--- src/include/rtc_defs.svh ---
// register offsets, field positions, reset values and timing counts
`ifndef RTC_DEFS_SVH
`define RTC_DEFS_SVH

`define IDX_CTRL      6'h00
`define IDX_FLAG      6'h08
`define IDX_STATUS    6'h0A
`define IDX_DBG       6'h0B
`define IDX_TRIM      6'h0C
`define IDX_COUNT     6'h10
`define IDX_PER       6'h14

`define CTRL_SWRST    0
`define CTRL_EN       1
`define CTRL_MODE_LO  2
`define CTRL_TWELVE   4
`define FLAG_DONE     6
`define STAT_BUSY     7
`define TRIM_SIGN     7

`define SEC_LO        0
`define MIN_LO        6
`define HOUR_LO       12
`define HOUR_PM       16
`define DAY_LO        17
`define MON_LO        22
`define YEAR_LO       26

`define RST_BYTE      8'h00
`define RST_HALF      16'h0000
`define RST_WORD      32'h00000000

`define SYNC_CYC      3
`define SYNC_W        2
`define PRESC_DIV     16
`define PRESC_W       5
`define TRIM_WIN      128

`endif

--- src/include/rtc_pkg.sv ---
// types shared by the counter block
`default_nettype none
package rtc_pkg;
    typedef enum logic [1:0] {MODE_WIDE, MODE_NARROW, MODE_CAL} count_mode_t;
    typedef enum logic {SY_IDLE, SY_BUSY} sync_state_t;
    typedef enum logic [2:0] {PD_CTRL, PD_SWRST, PD_TRIM, PD_COUNT,
                              PD_PER} pend_t;
endpackage : rtc_pkg
`default_nettype wire

--- src/hdl/rtc_regs_top.sv ---
// real-time counter registers with axi4-lite slave
`default_nettype none
`include "rtc_defs.svh"
module rtc_regs_top
    import rtc_pkg::*;
(
    input  wire logic        sys_clk,
    input  wire logic        rst_n,
    input  wire logic        debug_halt,
    output logic [31:0]      counter_value,
    output logic             sync_in_progress,
    input  wire logic [7:0]  s_axi_awaddr,
    input  wire logic        s_axi_awvalid,
    output logic             s_axi_awready,
    input  wire logic [31:0] s_axi_wdata,
    input  wire logic [3:0]  s_axi_wstrb,
    input  wire logic        s_axi_wvalid,
    output logic             s_axi_wready,
    output logic [1:0]       s_axi_bresp,
    output logic             s_axi_bvalid,
    input  wire logic        s_axi_bready,
    input  wire logic [7:0]  s_axi_araddr,
    input  wire logic        s_axi_arvalid,
    output logic             s_axi_arready,
    output logic [31:0]      s_axi_rdata,
    output logic [1:0]       s_axi_rresp,
    output logic             s_axi_rvalid,
    input  wire logic        s_axi_rready
);
    import rtc_pkg::*;

    localparam int SYNC_N = `SYNC_CYC;

    logic              en_q;
    count_mode_t       mode_q;
    logic              twelve_q;
    logic              dbg_q;
    logic [7:0]        trim_q;
    logic [31:0]       count_q;
    logic [15:0]       per_q;
    logic              flag_q;
    sync_state_t       state_q;
    logic [`SYNC_W-1:0] sync_cnt_q;
    pend_t             pend_q;
    logic [31:0]       pend_data_q;
    logic              aw_got_q;
    logic              w_got_q;
    logic [7:0]        awaddr_q;
    logic [31:0]       wdata_q;
    logic [3:0]        wstrb_q;
    logic              bvalid_q;
    logic [1:0]        bresp_q;
    logic              rvalid_q;
    logic [31:0]       rdata_q;
    logic [1:0]        rresp_q;
    logic              wr_fire;
    logic              sync_start;
    logic              sync_fin;
    logic              tick;
    logic              run;
    logic [5:0]        wr_idx;
    logic [31:0]       merged;
    logic [31:0]       cal_next;

    // ------------------------------------------------------------
    // decode helpers
    // ------------------------------------------------------------
    function automatic logic mapped(input logic [5:0] idx);
        mapped = idx inside {`IDX_CTRL, `IDX_FLAG, `IDX_STATUS, `IDX_DBG,
                             `IDX_TRIM, `IDX_COUNT, `IDX_PER};
    endfunction : mapped

    function automatic logic [31:0] reg_val(input logic [5:0] idx);
        reg_val = `RST_WORD;
        unique case (idx)
            `IDX_CTRL: begin
                reg_val[`CTRL_EN]                    = en_q;
                reg_val[`CTRL_MODE_LO+1:`CTRL_MODE_LO] = mode_q;
                reg_val[`CTRL_TWELVE]                = twelve_q;
            end
            `IDX_FLAG:   reg_val[`FLAG_DONE] = flag_q;
            `IDX_STATUS: reg_val[`STAT_BUSY] = (state_q == SY_BUSY);
            `IDX_DBG:    reg_val[0]          = dbg_q;
            `IDX_TRIM:   reg_val[7:0]        = trim_q;
            `IDX_COUNT: begin
                if (mode_q == MODE_NARROW) begin
                    reg_val[15:0] = count_q[15:0];
                end else begin
                    reg_val = count_q;
                end
            end
            `IDX_PER:    reg_val[15:0]       = per_q;
            default:     reg_val             = `RST_WORD;
        endcase
    endfunction : reg_val

    function automatic logic [4:0] month_len(input logic [5:0] yr,
                                             input logic [3:0] mon);
        unique case (mon)
            4'h2:                   month_len = (yr[1:0] == 2'h0) ?
                                                5'h1D : 5'h1C;
            4'h4, 4'h6, 4'h9, 4'hB: month_len = 5'h1E;
            default:                month_len = 5'h1F;
        endcase
    endfunction : month_len

    // ------------------------------------------------------------
    // axi4-lite write channels
    // ------------------------------------------------------------
    assign s_axi_awready = !aw_got_q && !bvalid_q && (state_q == SY_IDLE);
    assign s_axi_wready  = !w_got_q && !bvalid_q && (state_q == SY_IDLE);
    assign s_axi_bvalid  = bvalid_q;
    assign s_axi_bresp   = bresp_q;
    assign wr_fire       = aw_got_q && w_got_q && !bvalid_q;
    assign wr_idx        = awaddr_q[7:2];

    always_comb begin
        merged = reg_val(wr_idx);
        for (int b = 0; b < 4; b++) begin
            if (wstrb_q[b]) begin
                merged[b*8 +: 8] = wdata_q[b*8 +: 8];
            end
        end
    end

    always_ff @(posedge sys_clk) begin
        if (!rst_n) begin
            aw_got_q <= 1'b0;
            awaddr_q <= 8'h00;
        end else if (s_axi_awvalid && s_axi_awready) begin
            aw_got_q <= 1'b1;
            awaddr_q <= s_axi_awaddr;
        end else if (wr_fire) begin
            aw_got_q <= 1'b0;
        end
    end

    always_ff @(posedge sys_clk) begin
        if (!rst_n) begin
            w_got_q <= 1'b0;
            wdata_q <= `RST_WORD;
            wstrb_q <= 4'h0;
        end else if (s_axi_wvalid && s_axi_wready) begin
            w_got_q <= 1'b1;
            wdata_q <= s_axi_wdata;
            wstrb_q <= s_axi_wstrb;
        end else if (wr_fire) begin
            w_got_q <= 1'b0;
        end
    end

    always_ff @(posedge sys_clk) begin
        if (!rst_n) begin
            bvalid_q <= 1'b0;
            bresp_q  <= 2'h0;
        end else if (wr_fire) begin
            bvalid_q <= 1'b1;
            bresp_q  <= mapped(wr_idx) ? 2'h0 : 2'h2;
        end else if (s_axi_bready) begin
            bvalid_q <= 1'b0;
        end
    end

    // ------------------------------------------------------------
    // axi4-lite read channels
    // ------------------------------------------------------------
    assign s_axi_arready = !rvalid_q;
    assign s_axi_rvalid  = rvalid_q;
    assign s_axi_rdata   = rdata_q;
    assign s_axi_rresp   = rresp_q;

    always_ff @(posedge sys_clk) begin
        if (!rst_n) begin
            rvalid_q <= 1'b0;
            rdata_q  <= `RST_WORD;
            rresp_q  <= 2'h0;
        end else if (s_axi_arvalid && s_axi_arready) begin
            rvalid_q <= 1'b1;
            rdata_q  <= reg_val(s_axi_araddr[7:2]);
            rresp_q  <= mapped(s_axi_araddr[7:2]) ? 2'h0 : 2'h2;
        end else if (s_axi_rready) begin
            rvalid_q <= 1'b0;
        end
    end

    // ------------------------------------------------------------
    // synchronisation sequencer
    // ------------------------------------------------------------
    assign sync_start = wr_fire && wr_idx inside {`IDX_CTRL, `IDX_TRIM,
                                                  `IDX_COUNT, `IDX_PER};
    assign sync_fin   = (state_q == SY_BUSY) &&
                        (sync_cnt_q == `SYNC_W'(`SYNC_CYC - 1));
    assign sync_in_progress = (state_q == SY_BUSY);

    always_ff @(posedge sys_clk) begin
        if (!rst_n) begin
            state_q    <= SY_IDLE;
            sync_cnt_q <= '0;
        end else if (sync_start) begin
            state_q    <= SY_BUSY;
            sync_cnt_q <= '0;
        end else if (sync_fin) begin
            state_q    <= SY_IDLE;
        end else if (state_q == SY_BUSY) begin
            sync_cnt_q <= sync_cnt_q + `SYNC_W'(1);
        end
    end

    always_ff @(posedge sys_clk) begin
        if (!rst_n) begin
            pend_q      <= PD_CTRL;
            pend_data_q <= `RST_WORD;
        end else if (sync_start) begin
            pend_data_q <= merged;
            unique case (wr_idx)
                `IDX_TRIM:  pend_q <= PD_TRIM;
                `IDX_COUNT: pend_q <= PD_COUNT;
                `IDX_PER:   pend_q <= PD_PER;
                default:    pend_q <= merged[`CTRL_SWRST] ?
                                      PD_SWRST : PD_CTRL;
            endcase
        end
    end

    // ------------------------------------------------------------
    // control, trim, period and flag registers
    // ------------------------------------------------------------
    always_ff @(posedge sys_clk) begin
        if (!rst_n || (sync_fin && pend_q == PD_SWRST)) begin
            en_q     <= 1'b0;
            mode_q   <= MODE_WIDE;
            twelve_q <= 1'b0;
        end else if (sync_fin && pend_q == PD_CTRL) begin
            en_q     <= pend_data_q[`CTRL_EN];
            mode_q   <= count_mode_t'(pend_data_q[`CTRL_MODE_LO +: 2]);
            twelve_q <= pend_data_q[`CTRL_TWELVE];
        end
    end

    always_ff @(posedge sys_clk) begin
        if (!rst_n) begin
            dbg_q <= 1'b0;
        end else if (wr_fire && wr_idx == `IDX_DBG) begin
            dbg_q <= merged[0];
        end
    end

    always_ff @(posedge sys_clk) begin
        if (!rst_n || (sync_fin && pend_q == PD_SWRST)) begin
            trim_q <= `RST_BYTE;
        end else if (sync_fin && pend_q == PD_TRIM) begin
            trim_q <= pend_data_q[7:0];
        end
    end

    always_ff @(posedge sys_clk) begin
        if (!rst_n || (sync_fin && pend_q == PD_SWRST)) begin
            per_q <= `RST_HALF;
        end else if (sync_fin && pend_q == PD_PER) begin
            per_q <= pend_data_q[15:0];
        end
    end

    always_ff @(posedge sys_clk) begin
        if (!rst_n) begin
            flag_q <= 1'b0;
        end else if (sync_fin &&
                     pend_q inside {PD_TRIM, PD_COUNT, PD_PER}) begin
            flag_q <= 1'b1;
        end else if (sync_fin && pend_q == PD_SWRST) begin
            flag_q <= 1'b0;
        end else if (wr_fire && wr_idx == `IDX_FLAG &&
                     merged[`FLAG_DONE]) begin
            flag_q <= 1'b0;
        end
    end

    // ------------------------------------------------------------
    // counting
    // ------------------------------------------------------------
    rtc_rate_prescaler u_presc (
        .sys_clk (sys_clk),
        .rst_n   (rst_n),
        .run     (en_q),
        .trim    (trim_q),
        .tick    (tick)
    );

    assign run = tick && !(debug_halt && !dbg_q);

    always_comb begin
        logic [5:0] sec;
        logic [5:0] mnt;
        logic [3:0] hr;
        logic       pm;
        logic [4:0] h24;
        logic [4:0] day;
        logic [3:0] mon;
        logic [5:0] yr;
        logic       carry;
        sec   = count_q[`SEC_LO +: 6];
        mnt   = count_q[`MIN_LO +: 6];
        hr    = count_q[`HOUR_LO +: 4];
        pm    = count_q[`HOUR_PM];
        h24   = count_q[`HOUR_LO +: 5];
        day   = count_q[`DAY_LO +: 5];
        mon   = count_q[`MON_LO +: 4];
        yr    = count_q[`YEAR_LO +: 6];
        carry = 1'b0;
        if (sec == 6'd59) begin
            sec = 6'd0;
            if (mnt == 6'd59) begin
                mnt = 6'd0;
                if (twelve_q) begin
                    carry = (hr == 4'd11) && pm;
                    if (hr == 4'd11) begin
                        hr = 4'd12;
                        pm = !pm;
                    end else if (hr == 4'd12) begin
                        hr = 4'd1;
                    end else begin
                        hr = hr + 4'd1;
                    end
                    h24 = {pm, hr};
                end else if (h24 == 5'd23) begin
                    h24   = 5'd0;
                    carry = 1'b1;
                end else begin
                    h24 = h24 + 5'd1;
                end
            end else begin
                mnt = mnt + 6'd1;
            end
        end else begin
            sec = sec + 6'd1;
        end
        if (carry) begin
            if (day == month_len(yr, mon)) begin
                day = 5'd1;
                if (mon == 4'd12) begin
                    mon = 4'd1;
                    yr  = yr + 6'd1;
                end else begin
                    mon = mon + 4'd1;
                end
            end else begin
                day = day + 5'd1;
            end
        end
        cal_next = {yr, mon, day, h24, mnt, sec};
    end

    always_ff @(posedge sys_clk) begin
        if (!rst_n || (sync_fin && pend_q == PD_SWRST)) begin
            count_q <= `RST_WORD;
        end else if (sync_fin && pend_q == PD_COUNT) begin
            count_q <= (mode_q == MODE_NARROW) ?
                       {16'h0000, pend_data_q[15:0]} : pend_data_q;
        end else if (run) begin
            unique case (mode_q)
                MODE_NARROW: count_q <= (count_q[15:0] == per_q) ?
                    `RST_WORD :
                    {16'h0000, count_q[15:0] + 16'h0001};
                MODE_CAL:    count_q <= cal_next;
                default:     count_q <= count_q + 32'h00000001;
            endcase
        end
    end

    assign counter_value = count_q;
endmodule : rtc_regs_top
`default_nettype wire

--- src/hdl/rtc_rate_prescaler.sv ---
// prescaler producing count ticks with signed rate trim
`default_nettype none
`include "rtc_defs.svh"
module rtc_rate_prescaler (
    input  wire logic       sys_clk,
    input  wire logic       rst_n,
    input  wire logic       run,
    input  wire logic [7:0] trim,
    output logic            tick
);
    logic [`PRESC_W-1:0] div_q;
    logic [6:0]          win_q;
    logic [`PRESC_W-1:0] lim;
    logic                adj;

    // ------------------------------------------------------------
    // trimmed divide limit
    // ------------------------------------------------------------
    always_comb begin
        adj = (trim[6:0] != 7'h00) && (win_q < trim[6:0]);
        lim = `PRESC_W'(`PRESC_DIV - 1);
        if (adj && !trim[`TRIM_SIGN]) begin
            lim = `PRESC_W'(`PRESC_DIV);
        end else if (adj) begin
            lim = `PRESC_W'(`PRESC_DIV - 2);
        end
    end

    assign tick = run && (div_q == lim);

    always_ff @(posedge sys_clk) begin
        if (!rst_n || !run) begin
            div_q <= '0;
        end else if (tick) begin
            div_q <= '0;
        end else begin
            div_q <= div_q + `PRESC_W'(1);
        end
    end

    always_ff @(posedge sys_clk) begin
        if (!rst_n || !run) begin
            win_q <= 7'h00;
        end else if (tick) begin
            win_q <= win_q + 7'h01;
        end
    end
endmodule : rtc_rate_prescaler
`default_nettype wire

--- config.mk ---
export PLATFORM = sky130hd
export DESIGN_NAME = rtc_regs_top
export DESIGN_NICKNAME = d
export VERILOG_FILES = /design/src/include/rtc_pkg.sv /design/src/hdl/rtc_regs_top.sv /design/src/hdl/rtc_rate_prescaler.sv
export VERILOG_INCLUDE_DIRS = /design/src /design/src/include
export SDC_FILE = /design/constraint.sdc
export NUM_CORES = 1
export LEC_CHECK = 0
export BUFFER_PORTS_ARGS = -buffer_cell sky130_fd_sc_hd__buf_2
export CORE_ASPECT_RATIO = 1.5
export CORE_UTILIZATION = 40
export CTS_CLUSTER_SIZE = 24
export DETAILED_ROUTE_END_ITERATION = 10
export GPL_TIMING_DRIVEN = 0
export HOLD_SLACK_MARGIN = 0.12
export SLEW_MARGIN = 20
export SYNTH_ARGS = -nofsm -noshare
export SYNTH_HDL_FRONTEND = slang
export SYNTH_SLANG_ARGS = --single-unit
--- constraint.sdc ---
create_clock -name sys_clk -period 2.4 [get_ports sys_clk]
set_clock_uncertainty 0.2 [all_clocks]
set_input_delay 0.24 -clock sys_clk [delete_from_list [all_inputs] [get_ports sys_clk]]
set_output_delay 0.24 -clock sys_clk [all_outputs]
set_load 0.02 [all_outputs]
Yosys cells after proc, flatten, opt, wreduce, memory -nomap -nowiden
Cells that the tools add are included.
{ "totals": {"ff_bits": 196, "in_bits": 60, "mem_bits_rw": 0, "out_inout_bits": 74, "mem_count": 0, "rom_bits": 0, "latchBits": 0} }
{ "op_classes": {"n_reduce_logical": 64, "n_eq_ne": 39, "magnitude_cmp": 1, "n_mux": 67, "multipliers": 0, "bitwise_logic": 3, "n_shift": 0, "addsub": 12, "n_div": 0} }
{ "op_table": {"columns": ["operator", "n"], "rows": [
  ["$mux 32", 3],
  ["$mux 16", 4],
  ["$pmux 32 s2", 1],
  ["$eq 6x4->1 const B", 8],
  ["$mux 5", 8],
  ["$mux 6", 6],
  ["$add 32x1->32 const B", 1],
  ["$mux 8", 4],
  ["$pmux 4 s4", 2],
  ["$pmux 8 s2", 2],
  ["$logic_and 1x1->1", 26],
  ["$eq 6x5->1 const B", 4],
  ["$pmux 1 s4", 6],
  ["$reduce_bool 7->1", 3],
  ["$eq 4x4->1 const B", 5],
  ["$mux 1", 20],
  ["$mux 4", 5],
  ["$add 6x1->6 const B", 3],
  ["$add 16x1->16 const B", 1],
  ["$eq 16x16->1", 1],
  ["$add 5x1->5 const B", 3],
  ["$ne 3x3->1 const B", 5],
  ["$eq 6x6->1 const B", 2],
  ["$logic_not 6->1", 2],
  ["other kinds (31)", 61]
]} }

Depth between registers and ports, before layout
Gate-level depths: netlist of run 1.
{ "depth": {"ltp_word": 12, "mapped_depth": 12, "depth_no_buf": 9} }

Modules after synthesis
A second synthesis of run 1 with hierarchy kept.
{ "hier_totals": {"cells_unflattened": 1353, "hier_area_um2": 10735.3} }
{ "by_module_without_submodules": {"columns": ["module", "area_per_inst_um2", "seq_area_each_um2", "instances", "cells_per_inst"], "rows": [
  ["rtc_regs_top", 9875.7, 3603.5, 1, 1251],
  ["rtc_rate_prescaler", 859.6, 240.2, 1, 102]
]} }

Least setup slack after synthesis of run 1
OpenSTA, ideal clock, no wires.
{ "synth_path": {"path_kind": "reg-to-reg", "from": "reg count_q[22], in the netlist counter_value[22]", "to": "reg count_q[30], in the netlist counter_value[30]", "setup_slack_ps": -405, "required_time_ps": 2081, "stages_incl_launch_ff": 10, "t_arrival_ps": 2486, "path_buffers": 0, "setup_time_ps": 119, "path_cell_list": "dfxtp_1 -> inv_1 -> ha_1 -> nor3b_2 -> mux2i_1 -> o21a_1 -> o41ai_2 -> o221ai_2 -> and2_4 -> o221a_1"} }
{ "synth_between": {"elab_chain_cells": 7, "word_cells_on_any_way": 17, "classes_between": "1 x add/sub; 9 x eq/ne; 5 x mux; 2 x reduce/logical"} }
{ "synth_lines": {"columns": ["element", "line", "source"], "rows": [
  ["start: declaration", "rtc_regs_top.sv:39", "logic [31:0] count_q;"],
  ["start signal: assignment", "rtc_regs_top.sv:355", "count_q <= `RST_WORD;"],
  ["start signal: assignment", "rtc_regs_top.sv:357", "count_q <= (mode_q == MODE_NARROW) ?"],
  ["start signal: assignment", "rtc_regs_top.sv:364", "MODE_CAL: count_q <= cal_next;"],
  ["branches (longest 7 deep; another with $add 32x1->32)", null, null]
]} }
Several ways; the timed one is not identified. The select of a mux whose other input is x is not followed.
A chain may end at the register's enable or synchronous reset.

Worst setup path in the final report of run 1
{ "layout_path": {"from": "reg trim_q[4]", "to": "reg count_q[10], in the netlist counter_value[10]"} }
{ "layout_between": {"elab_chain_cells": 9, "word_cells_on_any_way": 11, "classes_between": "1 x order compare; 1 x eq/ne; 2 x mux; 7 x reduce/logical"} }
{ "layout_lines": {"columns": ["element", "line", "source"], "rows": [
  ["start: declaration", "rtc_regs_top.sv:38", "logic [7:0] trim_q;"],
  ["start signal: assignment", "rtc_regs_top.sv:250", "trim_q <= `RST_BYTE;"],
  ["start signal: assignment", "rtc_regs_top.sv:252", "trim_q <= pend_data_q[7:0];"],
  ["$lt 7x7->1 / $reduce_bool 7->1 (equally long branches)", "rtc_rate_prescaler.sv:20", "adj = (trim[6:0] != 7'h00) && (win_q < trim[6:0]);"],
  ["$logic_and 1x1->1 (*)", "rtc_rate_prescaler.sv:20", null],
  ["$mux 1 / $logic_and 1x1->1 (equally long branches)", "rtc_rate_prescaler.sv:24, rtc_rate_prescaler.sv:22", null],
  ["$mux 5 (*)", "rtc_rate_prescaler.sv:22", "if (adj && !trim[`TRIM_SIGN]) begin"],
  ["$eq 5x5->1 (*)", "rtc_rate_prescaler.sv:29", "assign tick = run && (div_q == lim);"],
  ["$logic_and 1x1->1 (*)", "rtc_rate_prescaler.sv:29", null],
  ["$logic_and 1x1->1 (*)", "rtc_regs_top.sv:289", "assign run = tick && !(debug_halt && !dbg_q);"],
  ["$reduce_bool 2->1 (no line) (*)", null, null],
  ["$reduce_and 2->1 (no line) (*)", null, null],
  ["end signal: assignment", "rtc_regs_top.sv:355", null],
  ["end signal: assignment", "rtc_regs_top.sv:357", null],
  ["end signal: assignment", "rtc_regs_top.sv:361", "MODE_NARROW: count_q <= (count_q[15:0] == per_q) ?"]
]} }
Mark *: on every way between the ends. The rest lies on a longest branch, timed or not.

==> results of run 1 <==
==> tightest hold or removal path, cell delays in order <==
cell and delay (ps):
buf_2 130, a21oi_1 150, nor3_1 80, a21oi_1 110, nor2_1 40
==> stage by stage <==
step	hold WS [ps]	cells	utilization, %
floorplan	140.1	1309	-
global placement	229.5	1763	45.41
detailed placement	232.9	1763	45.41
CTS	127.9	1897	54.79
global route	152.0	1915	56.66
finish	131.3	1915	56.66
==> placed cells by master, fill, tap and decap left out, types with 9 or more instances in the layout <==
master and n:
o2bb2ai_1 15, nor4_4 9, and3_1 33, xor2_1 21
nand3_1 23, buf_6 19, dfxtp_4 17, xnor2_1 9
buf_2 132, nand4_1 13, o21ai_0 39, a21oi_1 125
inv_1 26, a211oi_1 10, nand2_1 212, nor3_1 26
clkbuf_2 17, clkbuf_4 9, dlygate4sd3_1 49, dfxtp_2 22
o21ai_1 10, a31oi_1 10, clkbuf_16 17, o211ai_1 11
a222oi_1 9, nor2_1 98, clkbuf_1 39, mux2i_1 26
a22oi_1 30, ha_4 9, a221oi_1 14, buf_4 77
dfxtp_1 153
==> cells by family after synthesis <==
family	after synthesis	share of synthesized area, %
XOR/XNOR	33	2.801
other	1	0.03634
AND/OR/NAND/NOR	516	24.15
adder cells (fa/ha/maj)	22	2.668
multiplexers	26	2.522
buffers and inverters	140	5.663
AO/OA/AOI/OAI	378	24.91
flip-flops	192	37.25
==> final timing paths <==
kind,slack [ps],to,start
setup / recovery,-230,counter_value[10],trim_q[4]
hold / removal,130,s_axi_rdata[6],s_axi_araddr[6]
setup reg to reg,-230,counter_value[10],trim_q[4]
hold reg to reg,260,wdata_q[29],wdata_q[29]
==> layer usage <==
layer | vias up | wire length [um] | GRT usage, %
met2 | 489 | 21470 | 57.30
met1 | 5390 | 15070 | 33.28
met3 | 171 | 2014 | 4.205
li1 | 5254 | - | -
met4 | 0 | 3293 | 23.91
met5 | - | 0 | 0
==> flip-flops by register name (all words and copies together) (netlist names), 2 cells and up <==
register	flops
awaddr_q	6
pend_q	3
pend_data_q	32
sync_cnt_q	2
u_presc.win_q	7
counter_value	32
u_presc.div_q	5
mode_q	2
wdata_q	32
trim_q	8
per_q	16
wstrb_q	4
s_axi_rdata	32
==> cell type report <==
class	count	area, um2	share of cell area (%)
Sequential cell	192	3935	27.53
Multi-Input combinational cell	977	6800	47.58
Tap cell	328	410.4	2.871
Buffer	96	584.3	4.088
Inverter	34	133.9	0.9366
Clock inverter	12	145.1	1.015
Clock buffer	20	456.7	3.195
Timing Repair Buffer	256	1828	12.79
==> timing repair <==
action | in CTS | in global routing
setup buffers | 60 | 22
endpoints found under the hold margin | 46 | 0
endpoints found under the setup margin | 108 | 139
pin swaps | 79 | 51
resized for setup | 218 | 100
gates cloned | 0 | 0
hold buffers | 49 | 0
==> power groups by stage <==
stage | registers, uW | logic (uW) | clock network, uW
CTS | 3300 | 607 | 3000
detailed placement | 3390 | 526 | 0
global route | 3310 | 688 | 3120
floorplan | 3390 | 311 | 0
global placement | 3390 | 521 | 0
finish | 3310 | 629 | 2960
==> results.sh, run 1 <==
export IMPL_worstHoldPathType="in2reg"
export IMPL_clock_latency_ps=450
export IMPL_antennaDiodeCount=0
export IMPL_firstDrtPassIters=5
export IMPL_endpoint_kind="flop"
export IMPL_worst_path_buf_inv=1
export IMPL_syn_inst=1308
export IMPL_antenna_found_initial=0
export IMPL_cts_buffers=17
export IMPL_cts_root_buf="clkbuf_16"
export IMPL_critPathTopFamily="simple AND/OR/NAND/NOR gates"
export IMPL_crit_path_start_kind="flop"
export IMPL_rows=71
export IMPL_violations="setup timing"
export IMPL_htree_levels=4
export IMPL_min_period_over_period_pct=109.5
export IMPL_dp_hpwl_um=30090
export IMPL_grt_usage_pct=31.65
export IMPL_initial_core_util_pct=40.90
export IMPL_setup_ws_ps=-228.5
export IMPL_critical_path_cell_chain="inv_2 > ha_4 > a21oi_2 > nor2b_2 > o21a_2 > or3_4 > a21oi_4 > a311oi_2 > nor4_2"
export IMPL_fin_crit_ps=2629
export IMPL_grt_max_degree=19
export IMPL_yosys_warnings=0
export IMPL_crit_required_ps=2520
export IMPL_grt_pass1_vias=11000
export IMPL_fillers=2363
export IMPL_pwr_share_seq_pct=47.9
export IMPL_synth_cell_types=90
export IMPL_gr_total_overflow=0
export IMPL_antenna_left=0
export IMPL_synthFlopType="dfxtp_1"
export IMPL_die_w_um=133.1
export IMPL_critical_path_class="reg2reg"
export IMPL_swShare_pct=27.09
export IMPL_port_buffers=126
export IMPL_yosysSeqAreaShare_pct=37.25
export IMPL_arrival_ps=2750
export IMPL_drt_wl_total_um=41850
export IMPL_route_detailed_drc=0
export IMPL_power_total_uw=6894
export IMPL_wl_per_cell_um=21.85
export IMPL_synth_top_cell_area_share_pct=37.25
export IMPL_r2r_cells=9
export IMPL_p_int_uw=5026
export IMPL_synth_avg_cell_area_um2=7.889
export IMPL_postPlaceCellArea_um2=11460
export IMPL_tritoncts="yes"
export IMPL_area_growth_pct=38.52
export IMPL_slowest_delay_ps=490
export IMPL_path_max_fanout=4
export IMPL_hold_violations=0
export IMPL_worst_path_stages=9
export IMPL_ys_ff_latch=192
export IMPL_hold_path_depth=5
export IMPL_max_slew_margin_pct=46.15
export IMPL_critPathSlowestCell="or3_4"
export IMPL_place_congestion=0.9224
export IMPL_drt_iter0_markers=835
export IMPL_num_io_pins=134
export IMPL_vias=11300
export IMPL_dieArea_um2=26460
export IMPL_fin_nets=1656
export IMPL_ys_top_cells_by_count="nand2_1, dfxtp_1, a21oi_1"
export IMPL_drv_cap=0
export IMPL_p_per_area_nw_per_um2=482.3
export IMPL_drive_above_1_share_pct=30.94
export IMPL_final_setup_tns_ps=-3032
export IMPL_outcome="finished with violations"
export IMPL_synth_area_um2=10320
export IMPL_p_sw_uw=1868
export IMPL_die_y_um=198.7
export IMPL_p_leak_uw=0.005468
export IMPL_synth_async_reset_ratio_pct=0
export IMPL_p_clk_share_pct=42.9
export IMPL_grt_setup_unrepaired="yes"
export IMPL_finalSetupViolations=34
export IMPL_post_place_ws_ps=-875.3
export IMPL_max_vdd_ir_drop_uv=533.5
export IMPL_path_clk_slew_ps=80
export IMPL_pwr_share_comb_pct=9.1
export IMPL_stdcell_area_um2=14290
export IMPL_worstMarginPinSlew_ps=801.5
export IMPL_core_um2=25230
export IMPL_grt_pass1_wl_um=62860
export IMPL_clk_path_buf_depth=2
export IMPL_clock_sinks=192
export IMPL_maxSlewViolCount=0
export IMPL_yosys_cell_count_top_type="nand2_1"
export IMPL_fmax_mhz=380.4
export IMPL_routed_via_density=5.903
export IMPL_synth_area_leaders="dfxtp_1, nand2_1, a21oi_1"
export IMPL_synth_edff_count=0
export IMPL_yosysTopAreaCell="dfxtp_1"
No activity file was read; power rests on OpenSTA's default activity.
==> run 2: changes to the inputs <==
==> constraint.sdc (replaced) <==
create_clock -name sys_clk -period 2.4 [get_ports sys_clk]
set_clock_uncertainty 0.2 [all_clocks]
set_input_delay 0.48 -clock sys_clk [delete_from_list [all_inputs] [get_ports sys_clk]]
set_output_delay 0.48 -clock sys_clk [all_outputs]
set_load 0.02 [all_outputs]
==> results.sh, run 2 (same netlist as run 1, synthesis figures left out) <==
export IMPL_drv_cap=0
export IMPL_clock_sinks=192
export IMPL_antenna_found_initial=1
export IMPL_grt_usage_pct=31.90
export IMPL_outcome="finished with violations"
export IMPL_core_um2=25230
export IMPL_grt_max_degree=19
export IMPL_maxSlewViolCount=0
export IMPL_rr_endpoint="counter_value[30]"
export IMPL_max_vdd_ir_drop_uv=531.1
export IMPL_worstHoldPathType="in2reg"
export IMPL_setup_ws_ps=-271.8
export IMPL_drt_wl_total_um=42810
export IMPL_crit_required_ps=2590
export IMPL_r2r_slack_ps=-270
export IMPL_drt_iter0_markers=825
export IMPL_post_place_ws_ps=-875.3
export IMPL_die_y_um=198.7
export IMPL_postPlaceCellArea_um2=11460
export IMPL_routed_via_density=5.914
export IMPL_final_setup_tns_ps=-6572
export IMPL_r2r_cells=10
export IMPL_grt_setup_unrepaired="yes"
export IMPL_final_cell_mix="nand2_1, dfxtp_1, buf_2"
export IMPL_arrival_ps=2860
export IMPL_fin_nets=1661
export IMPL_stdcell_area_um2=14390
export IMPL_r2r_start="u_presc.div_q[3]"
export IMPL_firstDrtPassIters=6
export IMPL_cts_root_buf="clkbuf_16"
export IMPL_cts_buffers=17
export IMPL_violations="setup timing"
export IMPL_path_clk_slew_ps=70
export IMPL_fin_crit_ps=2672
export IMPL_dp_hpwl_um=30090
export IMPL_dieArea_um2=26460
export IMPL_crit_path_end="counter_value[30]"
export IMPL_hold_violations=0
export IMPL_endpoint_kind="flop"
export IMPL_worstMarginPinSlew_ps=847.6
export IMPL_die_w_um=133.1
export IMPL_finalSetupViolations=37
export IMPL_max_slew_margin_pct=43.11
export IMPL_clock_latency_ps=450
export IMPL_rows=71
export IMPL_grt_pass1_wl_um=63220
export IMPL_finish_utilization_pct=57.02
export IMPL_p_per_area_nw_per_um2=479.7
export IMPL_path_max_fanout=5
export IMPL_crit_path_start_kind="flop"
export IMPL_num_io_pins=134
export IMPL_area_growth_pct=39.42
export IMPL_drive_above_1_share_pct=31.47
export IMPL_route_detailed_drc=0
export IMPL_fmax_mhz=374.3
export IMPL_clk_path_buf_depth=2
export IMPL_startpoint="u_presc.div_q[3]"
export IMPL_p_leak_uw=0.005513
export IMPL_layout_commonest_cell="nand2_1"
export IMPL_gr_total_overflow=0
export IMPL_critical_path_class="reg2reg"
export IMPL_wl_per_cell_um=22.30
export IMPL_place_congestion=0.9224
export IMPL_fillers=2364
export IMPL_antenna_left=0
export IMPL_tritoncts="yes"
export IMPL_grt_pass1_vias=11040
export IMPL_htree_levels=4
export IMPL_antennaDiodeCount=0
export IMPL_port_buffers=126
export IMPL_min_period_over_period_pct=111.3
export IMPL_initial_core_util_pct=40.90
export IMPL_vias=11360
[run 2: cell types whose count changed in the layout (fill, tap and decap cells not counted), moves of 3 or more]
cell           previous run  this run
buf_6                    19        24
buf_8                     6         1
buf_4                    77        81
dlygate4sd3_1            49        45
o2bb2ai_1                15        11
o2bb2ai_2                 0         4
clkbuf_8                  2         5
nor3_1                   26        23
nor3_2                    2         5
[run 2: per-layer routing]
metal  vias up  GRT usage [%]  share of wire [%]
li1       5268              -                  -
met1      5442          33.24                 36
met2       481          57.69                 51
met3       164          4.460                4.8
met4         0          24.66                7.4
met5         -              0                  0
[run 2: power by group]
part           switching, uW  total (uW)  leakage [uW]  internal (uW)
Combinational            390         634       0.00364            244
Clock                   1420        2960      0.000297           1540
Sequential              61.9        3310       0.00158           3250
Total                   1870        6900       0.00551           5030
[run 2: repair_timing]
action / CTS / global route
gates resized for setup: 228 / 92
pin swaps: 72 / 53
endpoints found under the hold margin: 45 / 0
setup endpoints to repair: 127 / 144
buffers inserted: 64 / 26
hold buffers: 45 / 0
[run 2: final cells by class]
type | instances | area [um2] | area share, %
clock buffers | 20 | 456.7 | 3.174
flip-flops and latches | 192 | 3930 | 27.32
repair buffers | 260 | 1881 | 13.07
plain buffers | 97 | 611.8 | 4.253
multi-input cells | 977 | 6810 | 47.34
clock inverters | 12 | 145.1 | 1.009
inverters | 34 | 141.4 | 0.9828
well taps | 328 | 410.4 | 2.853
[run 2: worst min-delay path by stage]
stage,start,end,slack [ps],cells past startpoint
after floorplan,wdata_q[24],wdata_q[24],230,2
after global placement,wdata_q[28],wdata_q[28],240,2
after detailed placement,wdata_q[29],wdata_q[29],250,2
after CTS,s_axi_arvalid,s_axi_rvalid,120,3
after global routing,s_axi_arvalid,s_axi_rvalid,160,3
final,s_axi_arvalid,s_axi_rvalid,130,3
[run 2: stage by stage]
step | std cells | total power (uW) | hold WS (ps)
global route | 1920 | 7134 | 164.0
global placement | 1763 | 3906 | 243.3
detailed placement | 1763 | 3913 | 248.7
floorplan | 1309 | 3698 | 231.9
CTS | 1897 | 6907 | 121.8
finish | 1920 | 6901 | 127.8
[run 2: worst max-delay path: stages (launching register included)]
cell and delay (ps):
dfxtp_2 340, or4b_4 550, o22ai_4 150, nand2_2 100
buf_4 160, nor3_4 200, buf_12 160, o221ai_4 160
buf_4 180, a22oi_1 200, o221a_1 220
